File: config.mk
export PLATFORM = sky130hd
export DESIGN_NAME = gpq_qualifier
export DESIGN_NICKNAME = d
export VERILOG_FILES = /design/src/rtl/gpq_pkg.sv /design/src/rtl/gpq_pin_filter.sv /design/src/rtl/gpq_qualifier.sv /design/src/rtl/gpq_sample_tick.sv
export SDC_FILE = /design/constraint.sdc
export NUM_CORES = 1
export LEC_CHECK = 0
export BUFFER_PORTS_ARGS = -buffer_cell sky130_fd_sc_hd__buf_4
export CAP_MARGIN = 40
export CORE_ASPECT_RATIO = 1.1
export CORE_MARGIN = 2
export CORE_UTILIZATION = 55
export DETAILED_ROUTE_END_ITERATION = 8
export GPL_ROUTABILITY_DRIVEN = 0
export PLACE_DENSITY = 0.86
export SETUP_SLACK_MARGIN = 0.15
export SLEW_MARGIN = 40
export SYNTH_ARGS = -nofsm -noshare
export SYNTH_HDL_FRONTEND = slang
export SYNTH_SLANG_ARGS = --single-unit
File: constraint.sdc
create_clock -name aclk -period 2.9 [get_ports aclk]
set_input_delay 0.58 -clock aclk [delete_from_list [all_inputs] [get_ports aclk]]
set_output_delay 0.58 -clock aclk [all_outputs]
set_load 0.05 [all_outputs]
File: src/rtl/gpq_pkg.sv
// Constants, register map and mode codes for the GPIO input qualifier.
// Assumes a 32-bit AXI4-Lite register bus and one system clock.
//
// Behaviour
// - Peripheral inputs may bypass all clocking and see the raw pin level.
// - Unsynchronized mode on a GPIO input falls back to synchronize-only.
// - After reset every pin is in synchronize-only mode with no filtering.
// - Synchronize-only registers the pin on the system clock, no filtering.
// - Sampling-window mode synchronizes first, then changes after matching samples.
// - One period field serves each group of eight consecutive pins.
// - Period zero samples every cycle; value n samples every 2n cycles.
// - Per-pin select chooses three or six samples in window mode.
// - Qualified level changes only when all selected samples agree, else holds.
// - Window spans one period fewer than samples: two or five periods.
// - Select code 1,0 picks six-sample window qualification.
// - Pulses shorter than the window are rejected; level is kept.
// - Qualifier and function configuration writes act two cycles later.
// - Port level register returns each pin's qualified level, any function.

package gpq_pkg;

  // ==========================================================
  // Register map (byte addresses)
  localparam logic [7:0] GPQ_PERIOD_OFS  = 8'h00;
  localparam logic [7:0] GPQ_QSEL_LO_OFS = 8'h04;
  localparam logic [7:0] GPQ_QSEL_HI_OFS = 8'h08;
  localparam logic [7:0] GPQ_FUNC_OFS    = 8'h0c;
  localparam logic [7:0] GPQ_LEVEL_OFS   = 8'h10;

  // ==========================================================
  // Field layout and reset values
  localparam int          GPQ_GROUP_PINS = 8;
  localparam int          GPQ_PERIOD_W   = 8;
  localparam int          GPQ_QSEL_W     = 2;
  localparam int          GPQ_QSEL_PINS  = 16;
  localparam logic [31:0] GPQ_PERIOD_RST = 32'h0000_0000;
  localparam logic [31:0] GPQ_QSEL_RST   = 32'h0000_0000;
  localparam logic [31:0] GPQ_FUNC_RST   = 32'h0000_0000;

  // ==========================================================
  // Timing
  localparam int GPQ_SYNC_STAGES = 2;
  localparam int GPQ_HIST_W      = 5;
  localparam int GPQ_CNT_W       = GPQ_PERIOD_W + 1;

  // ==========================================================
  // Bus answers
  localparam logic [1:0] GPQ_RESP_OKAY   = 2'b00;
  localparam logic [1:0] GPQ_RESP_DECERR = 2'b11;

  typedef enum logic [1:0] {
    GPQ_SYNC  = 2'b00,
    GPQ_S3    = 2'b01,
    GPQ_S6    = 2'b10,
    GPQ_ASYNC = 2'b11
  } gpq_mode_t;

  function automatic logic [31:0] gpq_strb(input logic [31:0] old_v,
                                            input logic [31:0] new_v,
                                            input logic [3:0]  strb);
    logic [31:0] r;
    r = old_v;
    for (int b = 0; b < 4; b++) begin
      if (strb[b]) begin
        r[8*b +: 8] = new_v[8*b +: 8];
      end
    end
    return r;
  endfunction

endpackage

File: src/rtl/gpq_pin_filter.sv
// Qualification filter for one synchronized pin.
// Assumes level_in is already two flip-flops past the pin.

`timescale 1ns/10ps
`default_nettype none

module gpq_pin_filter
  import gpq_pkg::*;
(
  // Clock and reset
  input  wire logic      aclk,
  input  wire logic      aresetn,
  // Sampling
  input  wire logic      level_in,
  input  wire logic      tick,
  input  wire gpq_mode_t mode,
  // Result
  output logic           level_out
);

  logic [GPQ_HIST_W-1:0] hist_q;
  logic                  all3_hi;
  logic                  all3_lo;
  logic                  all6_hi;
  logic                  all6_lo;

  // ==========================================================
  // Sample history, kept in every mode for clean switching
  always_ff @(posedge aclk) begin
    if (!aresetn) begin
      hist_q <= '0;
    end else if (tick) begin
      hist_q <= {hist_q[GPQ_HIST_W-2:0], level_in};
    end
  end

  // Current sample plus older ones: 3 samples span 2 periods, 6 span 5
  assign all3_hi = level_in & (&hist_q[1:0]);
  assign all3_lo = ~(level_in | (|hist_q[1:0]));
  assign all6_hi = level_in & (&hist_q);
  assign all6_lo = ~(level_in | (|hist_q));

  // ==========================================================
  // Qualified level
  always_ff @(posedge aclk) begin
    if (!aresetn) begin
      level_out <= 1'b0;
    end else begin
      unique case (mode)
        GPQ_S3: begin
          // Short glitches never make all samples agree
          if (tick && (all3_hi || all3_lo)) begin
            level_out <= level_in;
          end
        end
        GPQ_S6: begin
          if (tick && (all6_hi || all6_lo)) begin
            level_out <= level_in;
          end
        end
        // Async peripheral mode still feeds the level register here
        GPQ_SYNC, GPQ_ASYNC: begin
          level_out <= level_in;
        end
      endcase
    end
  end

endmodule

`default_nettype wire

File: src/rtl/gpq_qualifier.sv
// GPIO input qualifier top: AXI4-Lite registers, pin synchronizers,
// per-group sample dividers and per-pin filters.
// Assumes pins are asynchronous and all logic runs on aclk.

`timescale 1ns/10ps
`default_nettype none

module gpq_qualifier
  import gpq_pkg::*;
#(
  parameter int NUM_PINS = 32,
  parameter int ADDR_W   = 8
)(
  // Clock and reset
  input  wire logic                aclk,
  input  wire logic                aresetn,
  // AXI4-Lite write address
  input  wire logic [ADDR_W-1:0]   s_axi_awaddr,
  input  wire logic [2:0]          s_axi_awprot,
  input  wire logic                s_axi_awvalid,
  output logic                     s_axi_awready,
  // AXI4-Lite write data
  input  wire logic [31:0]         s_axi_wdata,
  input  wire logic [3:0]          s_axi_wstrb,
  input  wire logic                s_axi_wvalid,
  output logic                     s_axi_wready,
  // AXI4-Lite write response
  output logic [1:0]               s_axi_bresp,
  output logic                     s_axi_bvalid,
  input  wire logic                s_axi_bready,
  // AXI4-Lite read address
  input  wire logic [ADDR_W-1:0]   s_axi_araddr,
  input  wire logic [2:0]          s_axi_arprot,
  input  wire logic                s_axi_arvalid,
  output logic                     s_axi_arready,
  // AXI4-Lite read data
  output logic [31:0]              s_axi_rdata,
  output logic [1:0]               s_axi_rresp,
  output logic                     s_axi_rvalid,
  input  wire logic                s_axi_rready,
  // Pins
  input  wire logic [NUM_PINS-1:0] pin_in,
  // Core and peripheral side
  output logic [NUM_PINS-1:0]      gpio_level,
  output logic [NUM_PINS-1:0]      periph_level
);

  localparam int NUM_GROUPS = NUM_PINS / GPQ_GROUP_PINS;

  // ==========================================================
  // Parameter check
  if ((NUM_PINS % GPQ_GROUP_PINS) != 0 || NUM_PINS < GPQ_GROUP_PINS
      || NUM_PINS > 32 || ADDR_W < 5) begin : g_bad_param
    $error("gpq_qualifier: NUM_PINS must be 8, 16, 24 or 32, ADDR_W >= 5");
  end

  // ==========================================================
  // Declarations
  logic [ADDR_W-1:0]   awaddr_q;
  logic                aw_got_q;
  logic [31:0]         wdata_q;
  logic [3:0]          wstrb_q;
  logic                w_got_q;
  logic                bvalid_q;
  logic [1:0]          bresp_q;
  logic                rvalid_q;
  logic [1:0]          rresp_q;
  logic [31:0]         rdata_q;
  logic                do_wr;
  logic                do_rd;
  logic [7:0]          wr_ofs;
  logic [7:0]          rd_ofs;
  logic                wr_hit;
  logic [31:0]         rd_val;
  logic                rd_hit;

  // Software-visible configuration
  logic [31:0]         period_q;
  logic [31:0]         qsel_lo_q;
  logic [31:0]         qsel_hi_q;
  logic [31:0]         func_q;

  // Effective configuration, one stage behind the registers
  logic [31:0]         period_e_q;
  logic [63:0]         qsel_e_q;
  logic [31:0]         func_e_q;

  // Pin path
  logic [NUM_PINS-1:0] sync1_q;
  logic [NUM_PINS-1:0] sync2_q;
  logic [NUM_PINS-1:0] qual;
  logic [NUM_GROUPS-1:0] tick;
  logic [31:0]         level_rd;

  // ==========================================================
  // Write channel: address and data taken in either order
  assign s_axi_awready = !aw_got_q && !bvalid_q;
  assign s_axi_wready  = !w_got_q && !bvalid_q;
  assign do_wr         = aw_got_q && w_got_q;
  assign s_axi_bvalid  = bvalid_q;
  assign s_axi_bresp   = bresp_q;

  always_ff @(posedge aclk) begin
    if (!aresetn) begin
      aw_got_q <= 1'b0;
      awaddr_q <= '0;
    end else if (s_axi_awvalid && s_axi_awready) begin
      aw_got_q <= 1'b1;
      awaddr_q <= s_axi_awaddr;
    end else if (do_wr) begin
      aw_got_q <= 1'b0;
    end
  end

  always_ff @(posedge aclk) begin
    if (!aresetn) begin
      w_got_q <= 1'b0;
      wdata_q <= '0;
      wstrb_q <= '0;
    end else if (s_axi_wvalid && s_axi_wready) begin
      w_got_q <= 1'b1;
      wdata_q <= s_axi_wdata;
      wstrb_q <= s_axi_wstrb;
    end else if (do_wr) begin
      w_got_q <= 1'b0;
    end
  end

  assign wr_ofs = {{(8-5){1'b0}}, awaddr_q[4:2], 2'b00};
  assign wr_hit = (awaddr_q[ADDR_W-1:5] == '0)
               && (wr_ofs <= GPQ_LEVEL_OFS);

  always_ff @(posedge aclk) begin
    if (!aresetn) begin
      bvalid_q <= 1'b0;
      bresp_q  <= GPQ_RESP_OKAY;
    end else if (do_wr) begin
      bvalid_q <= 1'b1;
      bresp_q  <= wr_hit ? GPQ_RESP_OKAY : GPQ_RESP_DECERR;
    end else if (s_axi_bready) begin
      bvalid_q <= 1'b0;
    end
  end

  // ==========================================================
  // Configuration registers, one process per register
  // Level register is read-only; writes to it are accepted and dropped
  always_ff @(posedge aclk) begin
    if (!aresetn) begin
      period_q <= GPQ_PERIOD_RST;
    end else if (do_wr && wr_hit && (wr_ofs == GPQ_PERIOD_OFS)) begin
      period_q <= gpq_strb(period_q, wdata_q, wstrb_q);
    end
  end

  always_ff @(posedge aclk) begin
    if (!aresetn) begin
      qsel_lo_q <= GPQ_QSEL_RST;
    end else if (do_wr && wr_hit && (wr_ofs == GPQ_QSEL_LO_OFS)) begin
      qsel_lo_q <= gpq_strb(qsel_lo_q, wdata_q, wstrb_q);
    end
  end

  always_ff @(posedge aclk) begin
    if (!aresetn) begin
      qsel_hi_q <= GPQ_QSEL_RST;
    end else if (do_wr && wr_hit && (wr_ofs == GPQ_QSEL_HI_OFS)) begin
      qsel_hi_q <= gpq_strb(qsel_hi_q, wdata_q, wstrb_q);
    end
  end

  always_ff @(posedge aclk) begin
    if (!aresetn) begin
      func_q <= GPQ_FUNC_RST;
    end else if (do_wr && wr_hit && (wr_ofs == GPQ_FUNC_OFS)) begin
      func_q <= gpq_strb(func_q, wdata_q, wstrb_q);
    end
  end

  // ==========================================================
  // Effective configuration
  // Extra stage so a write acts on the second edge after it lands;
  // filters and dividers never see a half-updated register
  always_ff @(posedge aclk) begin
    if (!aresetn) begin
      period_e_q <= GPQ_PERIOD_RST;
    end else begin
      period_e_q <= period_q;
    end
  end

  always_ff @(posedge aclk) begin
    if (!aresetn) begin
      qsel_e_q <= {GPQ_QSEL_RST, GPQ_QSEL_RST};
    end else begin
      qsel_e_q <= {qsel_hi_q, qsel_lo_q};
    end
  end

  always_ff @(posedge aclk) begin
    if (!aresetn) begin
      func_e_q <= GPQ_FUNC_RST;
    end else begin
      func_e_q <= func_q;
    end
  end

  // ==========================================================
  // Read channel
  assign s_axi_arready = !rvalid_q;
  assign do_rd         = s_axi_arvalid && s_axi_arready;
  assign s_axi_rvalid  = rvalid_q;
  assign s_axi_rdata   = rdata_q;
  assign s_axi_rresp   = rresp_q;

  assign rd_ofs = {{(8-5){1'b0}}, s_axi_araddr[4:2], 2'b00};

  always_comb begin
    rd_val = '0;
    rd_hit = (s_axi_araddr[ADDR_W-1:5] == '0);
    unique case (rd_ofs)
      GPQ_PERIOD_OFS:  rd_val = period_q;
      GPQ_QSEL_LO_OFS: rd_val = qsel_lo_q;
      GPQ_QSEL_HI_OFS: rd_val = qsel_hi_q;
      GPQ_FUNC_OFS:    rd_val = func_q;
      GPQ_LEVEL_OFS:   rd_val = level_rd;
      default:         rd_hit = 1'b0;
    endcase
  end

  always_ff @(posedge aclk) begin
    if (!aresetn) begin
      rvalid_q <= 1'b0;
      rdata_q  <= '0;
      rresp_q  <= GPQ_RESP_OKAY;
    end else if (do_rd) begin
      rvalid_q <= 1'b1;
      rdata_q  <= rd_hit ? rd_val : 32'h0000_0000;
      rresp_q  <= rd_hit ? GPQ_RESP_OKAY : GPQ_RESP_DECERR;
    end else if (s_axi_rready) begin
      rvalid_q <= 1'b0;
    end
  end

  // Unused fields of a narrow port read as zero
  assign level_rd = {{(32-NUM_PINS){1'b0}}, qual};

  // ==========================================================
  // Pin synchronizers
  always_ff @(posedge aclk) begin
    if (!aresetn) begin
      sync1_q <= '0;
      sync2_q <= '0;
    end else begin
      sync1_q <= pin_in;
      sync2_q <= sync1_q;
    end
  end

  // ==========================================================
  // One sample divider per eight pins
  for (genvar g = 0; g < NUM_GROUPS; g++) begin : g_group
    gpq_sample_tick u_tick (
      .aclk    (aclk),
      .aresetn (aresetn),
      .period  (period_e_q[GPQ_PERIOD_W*g +: GPQ_PERIOD_W]),
      .tick    (tick[g])
    );
  end

  // ==========================================================
  // Per-pin mode decode and filter
  for (genvar p = 0; p < NUM_PINS; p++) begin : g_pin
    gpq_mode_t sel;
    gpq_mode_t mode;

    assign sel = gpq_mode_t'(qsel_e_q[GPQ_QSEL_W*p +: GPQ_QSEL_W]);

    // GPIO use cannot run unclocked, so it degrades to sync only
    assign mode = (sel == GPQ_ASYNC && !func_e_q[p]) ? GPQ_SYNC : sel;

    gpq_pin_filter u_filt (
      .aclk      (aclk),
      .aresetn   (aresetn),
      .level_in  (sync2_q[p]),
      .tick      (tick[p / GPQ_GROUP_PINS]),
      .mode      (mode),
      .level_out (qual[p])
    );

    // Raw path keeps trip inputs alive without a running clock
    assign periph_level[p] = (sel == GPQ_ASYNC && func_e_q[p])
                           ? pin_in[p] : qual[p];
  end

  // Data register and GPIO both see the qualified level
  assign gpio_level = qual;

endmodule

`default_nettype wire

File: src/rtl/gpq_sample_tick.sv
// Sampling-period divider for one group of eight pins.
// Assumes period arrives from the effective configuration stage.

`timescale 1ns/10ps
`default_nettype none

module gpq_sample_tick
  import gpq_pkg::*;
(
  // Clock and reset
  input  wire logic                    aclk,
  input  wire logic                    aresetn,
  // Configuration
  input  wire logic [GPQ_PERIOD_W-1:0] period,
  // Sample enable
  output logic                         tick
);

  logic [GPQ_CNT_W-1:0] cnt_q;
  logic [GPQ_CNT_W-1:0] lim_m1;

  // ==========================================================
  // Divider
  assign lim_m1 = {period, 1'b0} - {{(GPQ_CNT_W-1){1'b0}}, 1'b1};

  // Greater-or-equal so a shortened period restarts at once
  assign tick = (period == '0) || (cnt_q >= lim_m1);

  always_ff @(posedge aclk) begin
    if (!aresetn) begin
      cnt_q <= '0;
    end else if (tick) begin
      cnt_q <= '0;
    end else begin
      cnt_q <= cnt_q + {{(GPQ_CNT_W-1){1'b0}}, 1'b1};
    end
  end

endmodule

`default_nettype wire

Word level (Yosys, flattened, before mapping)
Index checks and enable logic that the tools add are counted.
{"block": "word_totals", "reg_bits": 632, "elab_cells": 1177}
{"block": "classes", "addsub": 8, "magnitude_cmp": 5, "eq_ne": 199, "muxes": 172, "n_bitwise": 193, "reduce_logical": 501}
{"op": "$eq A2 B2 Y1 const B", "count": 96}
{"op": "$reduce_or A5 Y1", "count": 33}
{"op": "$pmux W32 S5", "count": 1}
{"op": "$reduce_and A2 Y1", "count": 80}
{"op": "$reduce_and A5 Y1", "count": 32}
{"op": "$logic_and A1 B1 Y1", "count": 140}
{"op": "$reduce_or A2 Y1", "count": 68}
{"op": "$ne A2 B1 Y1 const B", "count": 64}
{"op": "$mux W1", "count": 104}
{"op": "$pmux W1 S3", "count": 32}
{"op": "$logic_or A1 B1 Y1", "count": 68}
{"op": "$mux W2", "count": 34}
{"op": "$not A1 Y1", "count": 65}
{"op": "$and A1 B1 Y1", "count": 64}
{"op": "$eq A2 B1 Y1 const B", "count": 32}
{"op": "$logic_not A2 Y1", "count": 32}
{"op": "$or A1 B1 Y1", "count": 64}
{"op": "$logic_not A8 Y1", "count": 6}
{"op": "$add A9 B1 Y9 const B", "count": 4}
{"op": "$ge A9 B9 Y1", "count": 4}
{"op": "$logic_not A1 Y1", "count": 36}
{"op": "$sub A9 B1 Y9 const B", "count": 4}
{"op": "$mux W32", "count": 1}
{"op": "$eq A3 B2 Y1 const B", "count": 4}
{"op": "5 further kinds", "count": 10}

Depth between registers and ports, before layout
Gate-level depths: netlist of run 1.
{"block": "depth", "depth_word": 7, "depth_mapped": 12, "ltp_nobuf": 11}

Hierarchy
A second synthesis of run 1 with hierarchy kept.
{"block": "hier_totals", "cells_unflattened": 2664, "area_unflattened_um2": 26799.5}
{"mod": "gpq_qualifier", "n_inst": 1, "cells_per_inst": 1468, "area_each_um2": 14973.1, "seq_area_each_um2": 8007.7}
{"mod": "gpq_pin_filter", "n_inst": 32, "cells_per_inst": 28, "area_each_um2": 280.3, "seq_area_each_um2": 120.1}
{"mod": "gpq_sample_tick at g_group[0].u_tick ...", "n_inst": 2, "cells_per_inst": 74, "area_each_um2": 699.4, "seq_area_each_um2": 180.2}
{"mod": "gpq_sample_tick at g_group[3].u_tick", "n_inst": 1, "cells_per_inst": 77, "area_each_um2": 762.0, "seq_area_each_um2": 180.2}
{"mod": "gpq_sample_tick at g_group[2].u_tick", "n_inst": 1, "cells_per_inst": 75, "area_each_um2": 696.9, "seq_area_each_um2": 180.2}

Worst setup path after synthesis of run 1
Ideal clock, no wire load.
{"block": "synth_timing", "path_type": "reg2reg", "startpoint": "register period_e_q[8]", "endpoint": "register g_pin[10].u_filt.hist_q[0]", "arrival_ns": 2.401, "t_required_ns": 2.784, "slack_ns": 0.382, "path_stages_with_launch": 13, "synth_period_minus_slack_ns": 2.518, "cell_sequence": "dfxtp_1 -> inv_1 -> ha_1 -> nand2_1 -> or3_1 -> xor2_1 -> ha_1 -> o21ai_0 -> nor2_1 -> a211oi_2 -> buf_2 -> mux2i_1 -> nor2b_1"}
{"block": "synth_between", "elab_chain_len": 3}
{"item": "from (decl)", "line_no": "gpq_qualifier.sv:84", "rtl": "logic [31:0] period_e_q;"}
{"item": "from (signal assigned)", "line_no": "gpq_qualifier.sv:188", "rtl": "period_e_q <= period_q;"}
{"item": "$sub A9 B1 Y9", "line_no": "gpq_sample_tick.sv:24", "rtl": "assign lim_m1 = {period, 1'b0} - {{(GPQ_CNT_W-1){1'b0}}, 1'b1};"}
{"item": "$ge A9 B9 Y1", "line_no": "gpq_sample_tick.sv:27", "rtl": "assign tick = (period == '0) || (cnt_q >= lim_m1);"}
{"item": "$logic_or A1 B1 Y1 *", "line_no": "gpq_sample_tick.sv:27"}
{"item": "to (signal assigned)", "line_no": "gpq_pin_filter.sv:33", "rtl": "hist_q <= {hist_q[GPQ_HIST_W-2:0], level_in};"}
{"item": "to (decl)", "line_no": "gpq_pin_filter.sv:21", "rtl": "logic [GPQ_HIST_W-1:0] hist_q;"}
Every way passes the cells marked *; elsewhere a longest branch is shown, timed or not.
A chain may end at the register's enable or synchronous reset.

Worst setup path after layout of run 1
{"block": "layout_timing", "startpoint": "register period_e_q[18]", "endpoint": "register g_pin[21].u_filt.level_out"}
{"block": "layout_between", "elab_chain_len": 6}
{"item": "$sub A9 B1 Y9", "line_no": "gpq_sample_tick.sv:24"}
{"item": "$ge A9 B9 Y1", "line_no": "gpq_sample_tick.sv:27"}
{"item": "$logic_or A1 B1 Y1 *", "line_no": "gpq_sample_tick.sv:27"}
{"item": "$logic_and A1 B1 Y1 (on tied branches)", "line_no": "gpq_pin_filter.sv:57, gpq_pin_filter.sv:52"}
{"item": "$ne A2 B1 Y1 (no source line)"}
{"item": "$reduce_and A2 Y1 (no source line) *"}
{"item": "to (signal assigned)", "line_no": "gpq_pin_filter.sv:53", "rtl": "level_out <= level_in;"}
{"item": "to (signal assigned)", "line_no": "gpq_pin_filter.sv:58", "rtl": "level_out <= level_in;"}
{"item": "to (signal assigned)", "line_no": "gpq_pin_filter.sv:63", "rtl": "level_out <= level_in;"}
{"item": "to (decl)", "line_no": "gpq_pin_filter.sv:18", "rtl": "output logic level_out"}
Marks and branches as above.

==> qor.csv, run 1 <==
stage,metric,value,unit
status,outcome,finished clean,
clock_network,clock latency at the later pin of the worst-skew pair,0.62,ns
timing,Final Critical Period,2.702,ns
route,detailed-route via count,20520,
die,effective utilization at floorplan,0.5596,
clock_network,H-Tree Depth,2,
timing,Worst Skew,0.01425,ns
global_route,maximum number of pins on one net before global-route repair,114,
logic_synthesis,number of flops mapped to enable cells by yosys,0,
route,Pre-Repair DR Iteration Count,5,
timing,FMAX,370.1,MHz
route,detailed-route DRC error count,0,
global_route,wire length of the first global-routing pass,103500,um
timing,relative max-transition margin,0.4572,
placement,number of buffers added on ports,191,
critical_path,element type at the critical path start,flop,
logic_synthesis,count of yosys warnings during synthesis,0,
critical_path,Critical Path Max Stage Delay,0.38,ns
logic_synthesis,number of different library cells in the post-synthesis netlist,45,
route,total wire length after detailed routing,67020,um
critical_path,cell chain of the critical path,nor4_4 > nand2_1 > xor2_1 > ha_1 > nand4_1 > nor2_1 > a211oi_4 > buf_4 > buf_12 > o21ai_0 > mux2i_1,
flow_run,max cap viols,0,
clock_network,total number of clock tree sinks,628,
critical_path,endpoint kind of the worst setup timing path,flop,
route,"antenna viol nets, final",0,
final_layout,antenna cells,0,
critical_path,data arrival time of the critical path,3.25,ns
logic_synthesis,Post-Synthesis Net Count,2861,
die,Std-Cell Rows,83,
logic_synthesis,number of standard cells after synthesis,2720,
global_route,antenna violations before repair,0,
critical_path,Slowest cell on crit path,sky130_fd_sc_hd__dfxtp_1,
power,total leakage power,11.61,nW
clock_network,TritonCTS Buffers,58,
critical_path,startpoint-to-endpoint class of the critical path,flop to flop,
die,die outline area,0.04942,mm^2
timing,"crit path setup slack, layout",0.1982,ns
power,Peak VDD IR,0.4421,mV
route,routed via count divided by cell count,5.815,
clock_network,CTS Buffer Depth,3,
timing,final period utilization,0.9317,
critical_path,data required time at the worst endpoint,3.45,ns
die,floorplan die height,233.0,um
clock_network,clock slew at reported path FFs,0.06,ns
global_route,global-route usage over all layers,0.2626,
logic_synthesis,sequential-to-total area share from yosys stat,0.4797,
final_layout,layout-stage area growth over the synthesis result,16.62,%
logic_synthesis,primary flip-flop cell chosen by synthesis mapping,sky130_fd_sc_hd__dfxtp_1,
timing,final setup TNS,0,ns
critical_path,maximum fanout encountered on the critical timing path,25,
logic_synthesis,share of synthesized registers carrying an async set or reset,0,
placement,minimum setup slack after placement,0.01251,ns
timing,slew at the pin closest to its max-slew limit,0.8131,ns
die,die boundary width,212.1,um
die,I/O pin count,202,
global_route,number of global-route vias before repair,19928,
timing,final-report hold violation count,0,
clock_network,Clock Root Buffer,sky130_fd_sc_hd__clkbuf_16,
min_path,worst hold path type,primary input to flop,
global_route,global route overflow,0,
timing,setup-violating endpoint count in the final report,0,
timing,final count of pins violating max slew,0,
logic_synthesis,#FFs+latches synth,628,
route,number of DRC violations after detailed-routing iteration 0,1828,
placement,half-perimeter wire length of the detailed placement result,44320,um
final_layout,# nets final,2986,
logic_synthesis,Mean Syn Cell Area,9.636,um^2
power,P per Cell Area,595.2,mW/mm^2
die,Placeable Area,0.04684,mm^2
route,routed length per placed instance,18.99,um
clock_network,clock tree from TritonCTS,yes,
clock_network,number of buffers inserted for hold repair after clock tree synthesis,0,
final_layout,share of post-route cells with drive strength above 1,0.1442,
logic_synthesis,Syn Std Cell Area,0.02621,mm^2
timing,setup repair after global routing missed its margin,no,
critical path, delay by kind of cell (launching register included):
| kind | cells | cell delay, ns |
|---|---|---|
| DFF | 1 | 0.38 |
| and+or+nand+nor | 4 | 0.85 |
| adders and majority gates | 1 | 0.32 |
| AOI/OAI and AO/OA | 2 | 0.35 |
| xor gates and xnor gates | 1 | 0.18 |
| muxes | 1 | 0.21 |
| buffers and inverters | 2 | 0.32 |
layout make-up:
| type | instances | area, um^2 |
|---|---|---|
| multi-input cells | 1896 | 12800 |
| flip-flops and latches | 628 | 12580 |
| well taps | 637 | 797.0 |
| inverters | 13 | 51.30 |
| repair buffers | 248 | 2218 |
| fillers | 3460 | 16270 |
| clock inverters | 23 | 407.9 |
| clock buffers | 84 | 1710 |
where the power goes:
group	internal, mW	leakage [nW]	switching [mW]
sequential	8.75	5.09	0.178
combinational	0.368	5.48	0.527
clock	5.07	1.04	3.30
path summary, 6_finish.rpt:
path / startpoint / endpoint / slack (ns) / depth (start not counted)
worst max register to register: period_e_q[18] / g_pin[21].u_filt.level_out / 0.20 / 11
worst max-delay path: period_e_q[18] / g_pin[21].u_filt.level_out / 0.20 / 11
worst min-delay path: pin_in[31] / sync1_q[31] / 0.18 / 2
worst min register to register: sync1_q[16] / sync2_q[16] / 0.42 / 1
metrics by stage:
step	hold slack [ns]	power [mW]	utilization	std cells	instance area (um^2)
after floorplan	0.4119	9.663	-	2720	26210
after global placement	0.4173	9.964	0.5982	3405	28020
after detailed placement	0.4192	9.993	0.5982	3405	28020
after CTS	0.1545	18.25	0.6472	3517	30310
after global routing	0.1671	18.67	0.6526	3529	30570
final	0.1798	18.19	0.6526	3529	30570
synthesized netlist by cell type, types with 2 or more instances:
master / count / share of area
sky130_fd_sc_hd__and2_1: 226 / 0.054
sky130_fd_sc_hd__nor2_1: 59 / 0.0084
sky130_fd_sc_hd__nand2b_1: 3 / 0.00072
sky130_fd_sc_hd__nand3_1: 178 / 0.034
sky130_fd_sc_hd__clkbuf_2: 2 / 0.00038
sky130_fd_sc_hd__or3_1: 2 / 0.00048
sky130_fd_sc_hd__inv_1: 13 / 0.0019
sky130_fd_sc_hd__xnor2_1: 21 / 0.0070
sky130_fd_sc_hd__nand2_1: 337 / 0.048
sky130_fd_sc_hd__a21boi_1: 46 / 0.013
sky130_fd_sc_hd__nor3_1: 43 / 0.0082
sky130_fd_sc_hd__mux2_2: 32 / 0.014
sky130_fd_sc_hd__o21ai_0: 95 / 0.018
sky130_fd_sc_hd__a211oi_2: 4 / 0.0019
sky130_fd_sc_hd__clkbuf_1: 101 / 0.014
sky130_fd_sc_hd__nor2b_1: 168 / 0.040
sky130_fd_sc_hd__nor4_1: 3 / 0.00072
sky130_fd_sc_hd__buf_2: 28 / 0.0053
sky130_fd_sc_hd__nand4_1: 8 / 0.0019
sky130_fd_sc_hd__o211a_1: 2 / 0.00076
sky130_fd_sc_hd__o21ai_1: 13 / 0.0025
sky130_fd_sc_hd__dfxtp_1: 628 / 0.48
sky130_fd_sc_hd__a21oi_1: 3 / 0.00057
sky130_fd_sc_hd__buf_4: 38 / 0.011
sky130_fd_sc_hd__nor3b_1: 10 / 0.0029
sky130_fd_sc_hd__a21o_1: 3 / 0.00086
sky130_fd_sc_hd__buf_6: 13 / 0.0056
sky130_fd_sc_hd__a21boi_0: 121 / 0.035
sky130_fd_sc_hd__and3_1: 40 / 0.0095
sky130_fd_sc_hd__o21a_1: 2 / 0.00057
sky130_fd_sc_hd__a41oi_1: 32 / 0.011
sky130_fd_sc_hd__mux2i_1: 227 / 0.087
sky130_fd_sc_hd__a211oi_1: 8 / 0.0023
sky130_fd_sc_hd__o41ai_1: 32 / 0.011
sky130_fd_sc_hd__ha_1: 44 / 0.021
sky130_fd_sc_hd__xor2_1: 63 / 0.021
sky130_fd_sc_hd__o2bb2ai_1: 31 / 0.010
sky130_fd_sc_hd__nor4_4: 4 / 0.0032
sky130_fd_sc_hd__a221oi_1: 31 / 0.010
repair_timing:
item                                   CTS  global route
setup endpoints to repair              190           224
pin swaps                                4             9
gates cloned                             4             3
setup buffers                            1             9
endpoints found under the hold margin    0             0
resized for setup                       16            30
cell usage in the layout, fill, tap and decap left out, types with 62 or more instances in the layout:
cell and instances:
sky130_fd_sc_hd__a21boi_0 121, sky130_fd_sc_hd__and2_1 226, sky130_fd_sc_hd__buf_4 222, sky130_fd_sc_hd__clkbuf_16 62, sky130_fd_sc_hd__dfxtp_1 624, sky130_fd_sc_hd__mux2i_1 226
sky130_fd_sc_hd__nand2_1 333, sky130_fd_sc_hd__nand3_1 178, sky130_fd_sc_hd__nor2b_1 168, sky130_fd_sc_hd__o21ai_0 91, sky130_fd_sc_hd__xor2_1 63
flip-flops by register name, summed over array words and instances (netlist names), 4 cells and up:
signal                  count
func_q                     32
awaddr_q                    6
g_pin.u_filt.level_out     32
sync1_q                    32
g_group.u_tick.cnt_q       36
qsel_hi_q                  32
g_pin.u_filt.hist_q       160
func_e_q                   32
period_e_q                 32
qsel_lo_q                  32
period_q                   32
wdata_q                    32
qsel_e_q                   64
wstrb_q                     4
sync2_q                    32
s_axi_rdata                32
metal layers:
metal | vias to the layer above | global-route usage | wire length [um]
met2 | 832 | 0.4527 | 32140
met4 | 0 | 0.1186 | 2932
met5 | - | 0 | 0
li1 | 9641 | - | -
met1 | 9857 | 0.3181 | 26960
met3 | 190 | 0.04818 | 4979
kinds of logic after synthesis:
family	Yosys count	synth area share
AO/OA/AOI/OAI	425	0.1182
XOR/XNOR	84	0.02807
adder cells (fa/ha/maj)	44	0.02100
buffers and inverters	196	0.03867
flip-flops	628	0.4797
multiplexers	260	0.1013
AND/OR/NAND/NOR	1083	0.2131
Power figures use the tool's default switching activity.
==> inputs of run 2 (changes only) <==
--- a/config.mk
+++ b/config.mk
@@ -7,7 +7,7 @@
 export LEC_CHECK = 0
 export BUFFER_PORTS_ARGS = -buffer_cell sky130_fd_sc_hd__buf_4
 export CAP_MARGIN = 40
-export CORE_ASPECT_RATIO = 1.1
+export CORE_ASPECT_RATIO = 0.5
 export CORE_MARGIN = 2
 export CORE_UTILIZATION = 55
 export DETAILED_ROUTE_END_ITERATION = 8
==> qor.csv, run 2 (synthesized netlist as in run 1, its figures left out) <==
stage,metric,value,unit,change
power,combinational cell fraction of total power,0.052,,was 0.049
final_layout,"non-filler cells, final",3531,,"was 3,529"
critical_path,endpoint kind of the worst setup timing path,flop,,unchanged
timing,setup repair after global routing missed its margin,yes,,was no
die,Std-Cell Rows,56,,was 83
clock_network,clock latency at the later pin of the worst-skew pair,0.60,ns,was 0.62 ns
power,Peak VDD IR,0.4027,mV,was 0.4421 mV
final_layout,fill count,3436,,"was 3,460"
critical_path,cell chain of the critical path,inv_2 > ha_4 > nand2_1 > or3_1 > xor2_1 > ha_1 > o21ai_2 > nor2_1 > a211oi_4 > buf_6 > buf_12 > mux2i_4 > nor2b_1,,was nor4_4 > nand2_1 > xor2_1 > ha_1 > nand4_1 > nor2_1 > a211oi_4 > buf_4 > buf_12 > o21ai_0 > mux2i_1
clock_network,clock slew at reported path FFs,0.07,ns,was 0.06 ns
timing,final-report hold violation count,0,,unchanged
timing,relative max-transition margin,0.4753,,was 0.4572
power,Psw,3.945,mW,was 4.004 mW
final_layout,share of post-route cells with drive strength above 1,0.1418,,was 0.1442
critical_path,Slowest cell on crit path,sky130_fd_sc_hd__dfxtp_1,,unchanged
clock_network,TritonCTS Buffers,54,,was 58
die,I/O pin count,202,,unchanged
clock_network,clock tree from TritonCTS,yes,,unchanged
route,routed via count divided by cell count,5.737,,was 5.815
route,routed length per placed instance,18.79,um,was 18.99 um
critical_path,maximum fanout encountered on the critical timing path,6,,was 25
min_path,worst hold path type,primary input to flop,,unchanged
power,P per Cell Area,573.1,mW/mm^2,was 595.2 mW/mm^2
route,detailed-route via count,20259,,"was 20,520"
route,number of DRC violations after detailed-routing iteration 0,1772,,"was 1,828"
critical_path,Critical Path Max Stage Delay,0.33,ns,was 0.38 ns
die,floorplan die height,158.4,um,was 233.0 um
die,effective utilization at floorplan,0.5583,,was 0.5596
die,die boundary width,312.7,um,was 212.1 um
route,total wire length after detailed routing,66360,um,"was 67,020 um"
final_layout,register with the highest flop count,g_pin.u_filt.hist_q,,unchanged
critical_path,sum of buffers and inverters on the critical path,3,,was 2
placement,minimum setup slack after placement,-0.07867,ns,was 0.01251 ns
critical_path,internal reg-to-reg setup slack,0.20,ns,about the same
global_route,most congested layer reported by global routing,met2,,unchanged
global_route,met2 GRT Util,0.4362,,was 0.4527
die,Placeable Area,0.04695,mm^2,was 0.04684 mm^2
final_layout,most frequent cells in the layout,"625 x sky130_fd_sc_hd__dfxtp_1, 337 x sky130_fd_sc_hd__nand2_1, 226 x sky130_fd_sc_hd__and2_1, 226 x sky130_fd_sc_hd__buf_4, 224 x sky130_fd_sc_hd__mux2i_1",,"was 624 x sky130_fd_sc_hd__dfxtp_1, 333 x sky130_fd_sc_hd__nand2_1, 226 x sky130_fd_sc_hd__mux2i_1, 226 x sky130_fd_sc_hd__and2_1, 222 x sky130_fd_sc_hd__buf_4"
global_route,antenna violations before repair,1,,was 0
flow_run,max cap viols,0,,unchanged
final_layout,max reg flops,160,,unchanged
power,switching fraction of total power,0.2268,,was 0.2201
power,Clk pwr share,0.434,,was 0.460
clock_network,total number of clock tree sinks,628,,unchanged
final_layout,# nets final,2987,,"was 2,986"
clock_network,CTS Buffer Depth,3,,unchanged
timing,Final Critical Period,2.705,ns,was 2.702 ns
placement,# placed instances,3413,,"was 3,405"
global_route,global route overflow,0,,unchanged
timing,FMAX,369.7,MHz,was 370.1 MHz
power,internal power,13.45,mW,was 14.19 mW
clock_network,Clock Root Buffer,sky130_fd_sc_hd__clkbuf_16,,unchanged
route,"antenna viol nets, final",0,,unchanged
clock_network,number of buffers inserted for hold repair after clock tree synthesis,0,,unchanged
global_route,wire length of the first global-routing pass,101900,um,"was 103,500 um"
route,Pre-Repair DR Iteration Count,6,,was 5
placement,number of buffers added on ports,191,,unchanged
critical_path,data arrival time of the critical path,3.17,ns,was 3.25 ns
critical_path,kind of cell with the highest combined delay on the critical path,simple AND/OR/NAND/NOR gates,,unchanged
route,detailed-route DRC error count,0,,unchanged
global_route,maximum number of pins on one net before global-route repair,109,,was 114
final_layout,layout-stage area growth over the synthesis result,15.82,%,was 16.62%
final_layout,core occupancy in the finished layout,0.6466,,was 0.6526
global_route,global-route usage over all layers,0.2546,,was 0.2626
power,total leakage power,11.53,nW,was 11.61 nW
timing,final count of pins violating max slew,0,,unchanged
timing,"crit path setup slack, layout",0.1950,ns,was 0.1982 ns
clock_network,H-Tree Depth,2,,unchanged
critical_path,element type at the critical path start,flop,,unchanged
timing,slew at the pin closest to its max-slew limit,0.7870,ns,was 0.8131 ns
power,sequential group share of total power,0.513,,was 0.491
final_layout,largest registers ranked by flip-flop count,"g_pin.u_filt.hist_q (160), qsel_e_q (64), g_group.u_tick.cnt_q (36)",,unchanged
global_route,met1 demand-to-capacity share in global routing,0.3235,,was 0.3181
timing,Worst Skew,0.02018,ns,was 0.01425 ns
timing,setup-violating endpoint count in the final report,0,,unchanged
global_route,met3 Use GR,0.03920,,was 0.04818
critical_path,startpoint-to-endpoint class of the critical path,flop to flop,,unchanged
global_route,number of global-route vias before repair,19279,,"was 19,928"
critical_path,data required time at the worst endpoint,3.37,ns,was 3.45 ns
status,outcome,finished clean,,unchanged
die,die outline area,0.04952,mm^2,was 0.04942 mm^2
final_layout,"most common cell after layout, fill and taps aside",sky130_fd_sc_hd__dfxtp_1,,unchanged
timing,final period utilization,0.9328,,was 0.9317
placement,half-perimeter wire length of the detailed placement result,43020,um,"was 44,320 um"
[run 2: changes by cell type in the layout (fill, tap and decap cells not counted), moves of 3 or more]
cell,before,now
sky130_fd_sc_hd__buf_4,222,226
sky130_fd_sc_hd__bufinv_16,11,6
sky130_fd_sc_hd__clkbuf_16,62,57
sky130_fd_sc_hd__clkinv_2,7,12
sky130_fd_sc_hd__clkinv_4,3,0
sky130_fd_sc_hd__nand2_1,333,337
sky130_fd_sc_hd__nand2_2,4,0
sky130_fd_sc_hd__o21ai_1,16,13
[run 2: power groups by stage]
stage	registers [mW]	logic, mW	clock network [mW]
2_1_floorplan	9.05	0.614	0
3_3_place_gp	9.10	0.873	0
3_5_place_dp	9.11	0.893	0
4_1_cts	8.92	0.903	7.60
5_1_grt	8.93	0.975	7.94
6_report	8.93	0.913	7.56
[run 2: stage by stage]
stage	total power, mW	instance area [um^2]	TNS [ns]	hold slack [ns]
detailed placement	10.00	28080	-1.336	0.4179
global route	17.85	30360	0	0.1947
floorplan	9.663	26210	0	0.4119
global placement	9.977	28080	0	0.4140
CTS	17.42	30130	0	0.1849
finish	17.40	30360	0	0.2001
[run 2: cell type report]
cell class	instances	area, um^2	area share
inverters	13	51.30	0.001690
diodes	1	2.502	0.00008244
clock inverters	22	282.8	0.009315
clock buffers	80	1579	0.05202
well taps	638	798.3	0.02630
flip-flops and latches	628	12580	0.4143
repair buffers	253	2251	0.07415
multi-input cells	1896	12810	0.4222
[run 2: path summary, 6_finish.rpt]
path / startpoint / end / cells after the start
hold reg to reg: sync1_q[27] / sync2_q[27] / 1
hold / removal: pin_in[4] / sync1_q[4] / 2
setup / recovery: period_e_q[9] / g_pin[14].u_filt.hist_q[2] / 13
setup reg to reg: period_e_q[9] / g_pin[14].u_filt.hist_q[2] / 13
[run 2: what timing repair did]
item,CTS,global route
resized for setup,13,27
pin swaps,2,6
setup buffers,3,5
cloned,4,3
setup endpoints to repair,134,205
[run 2: routing by layer]
layer  up-vias  wire length, um
li1       9658                -
met1      9729            27730
met2       705            31570
met4         0             2535
met3       167             4518
met5         -                0
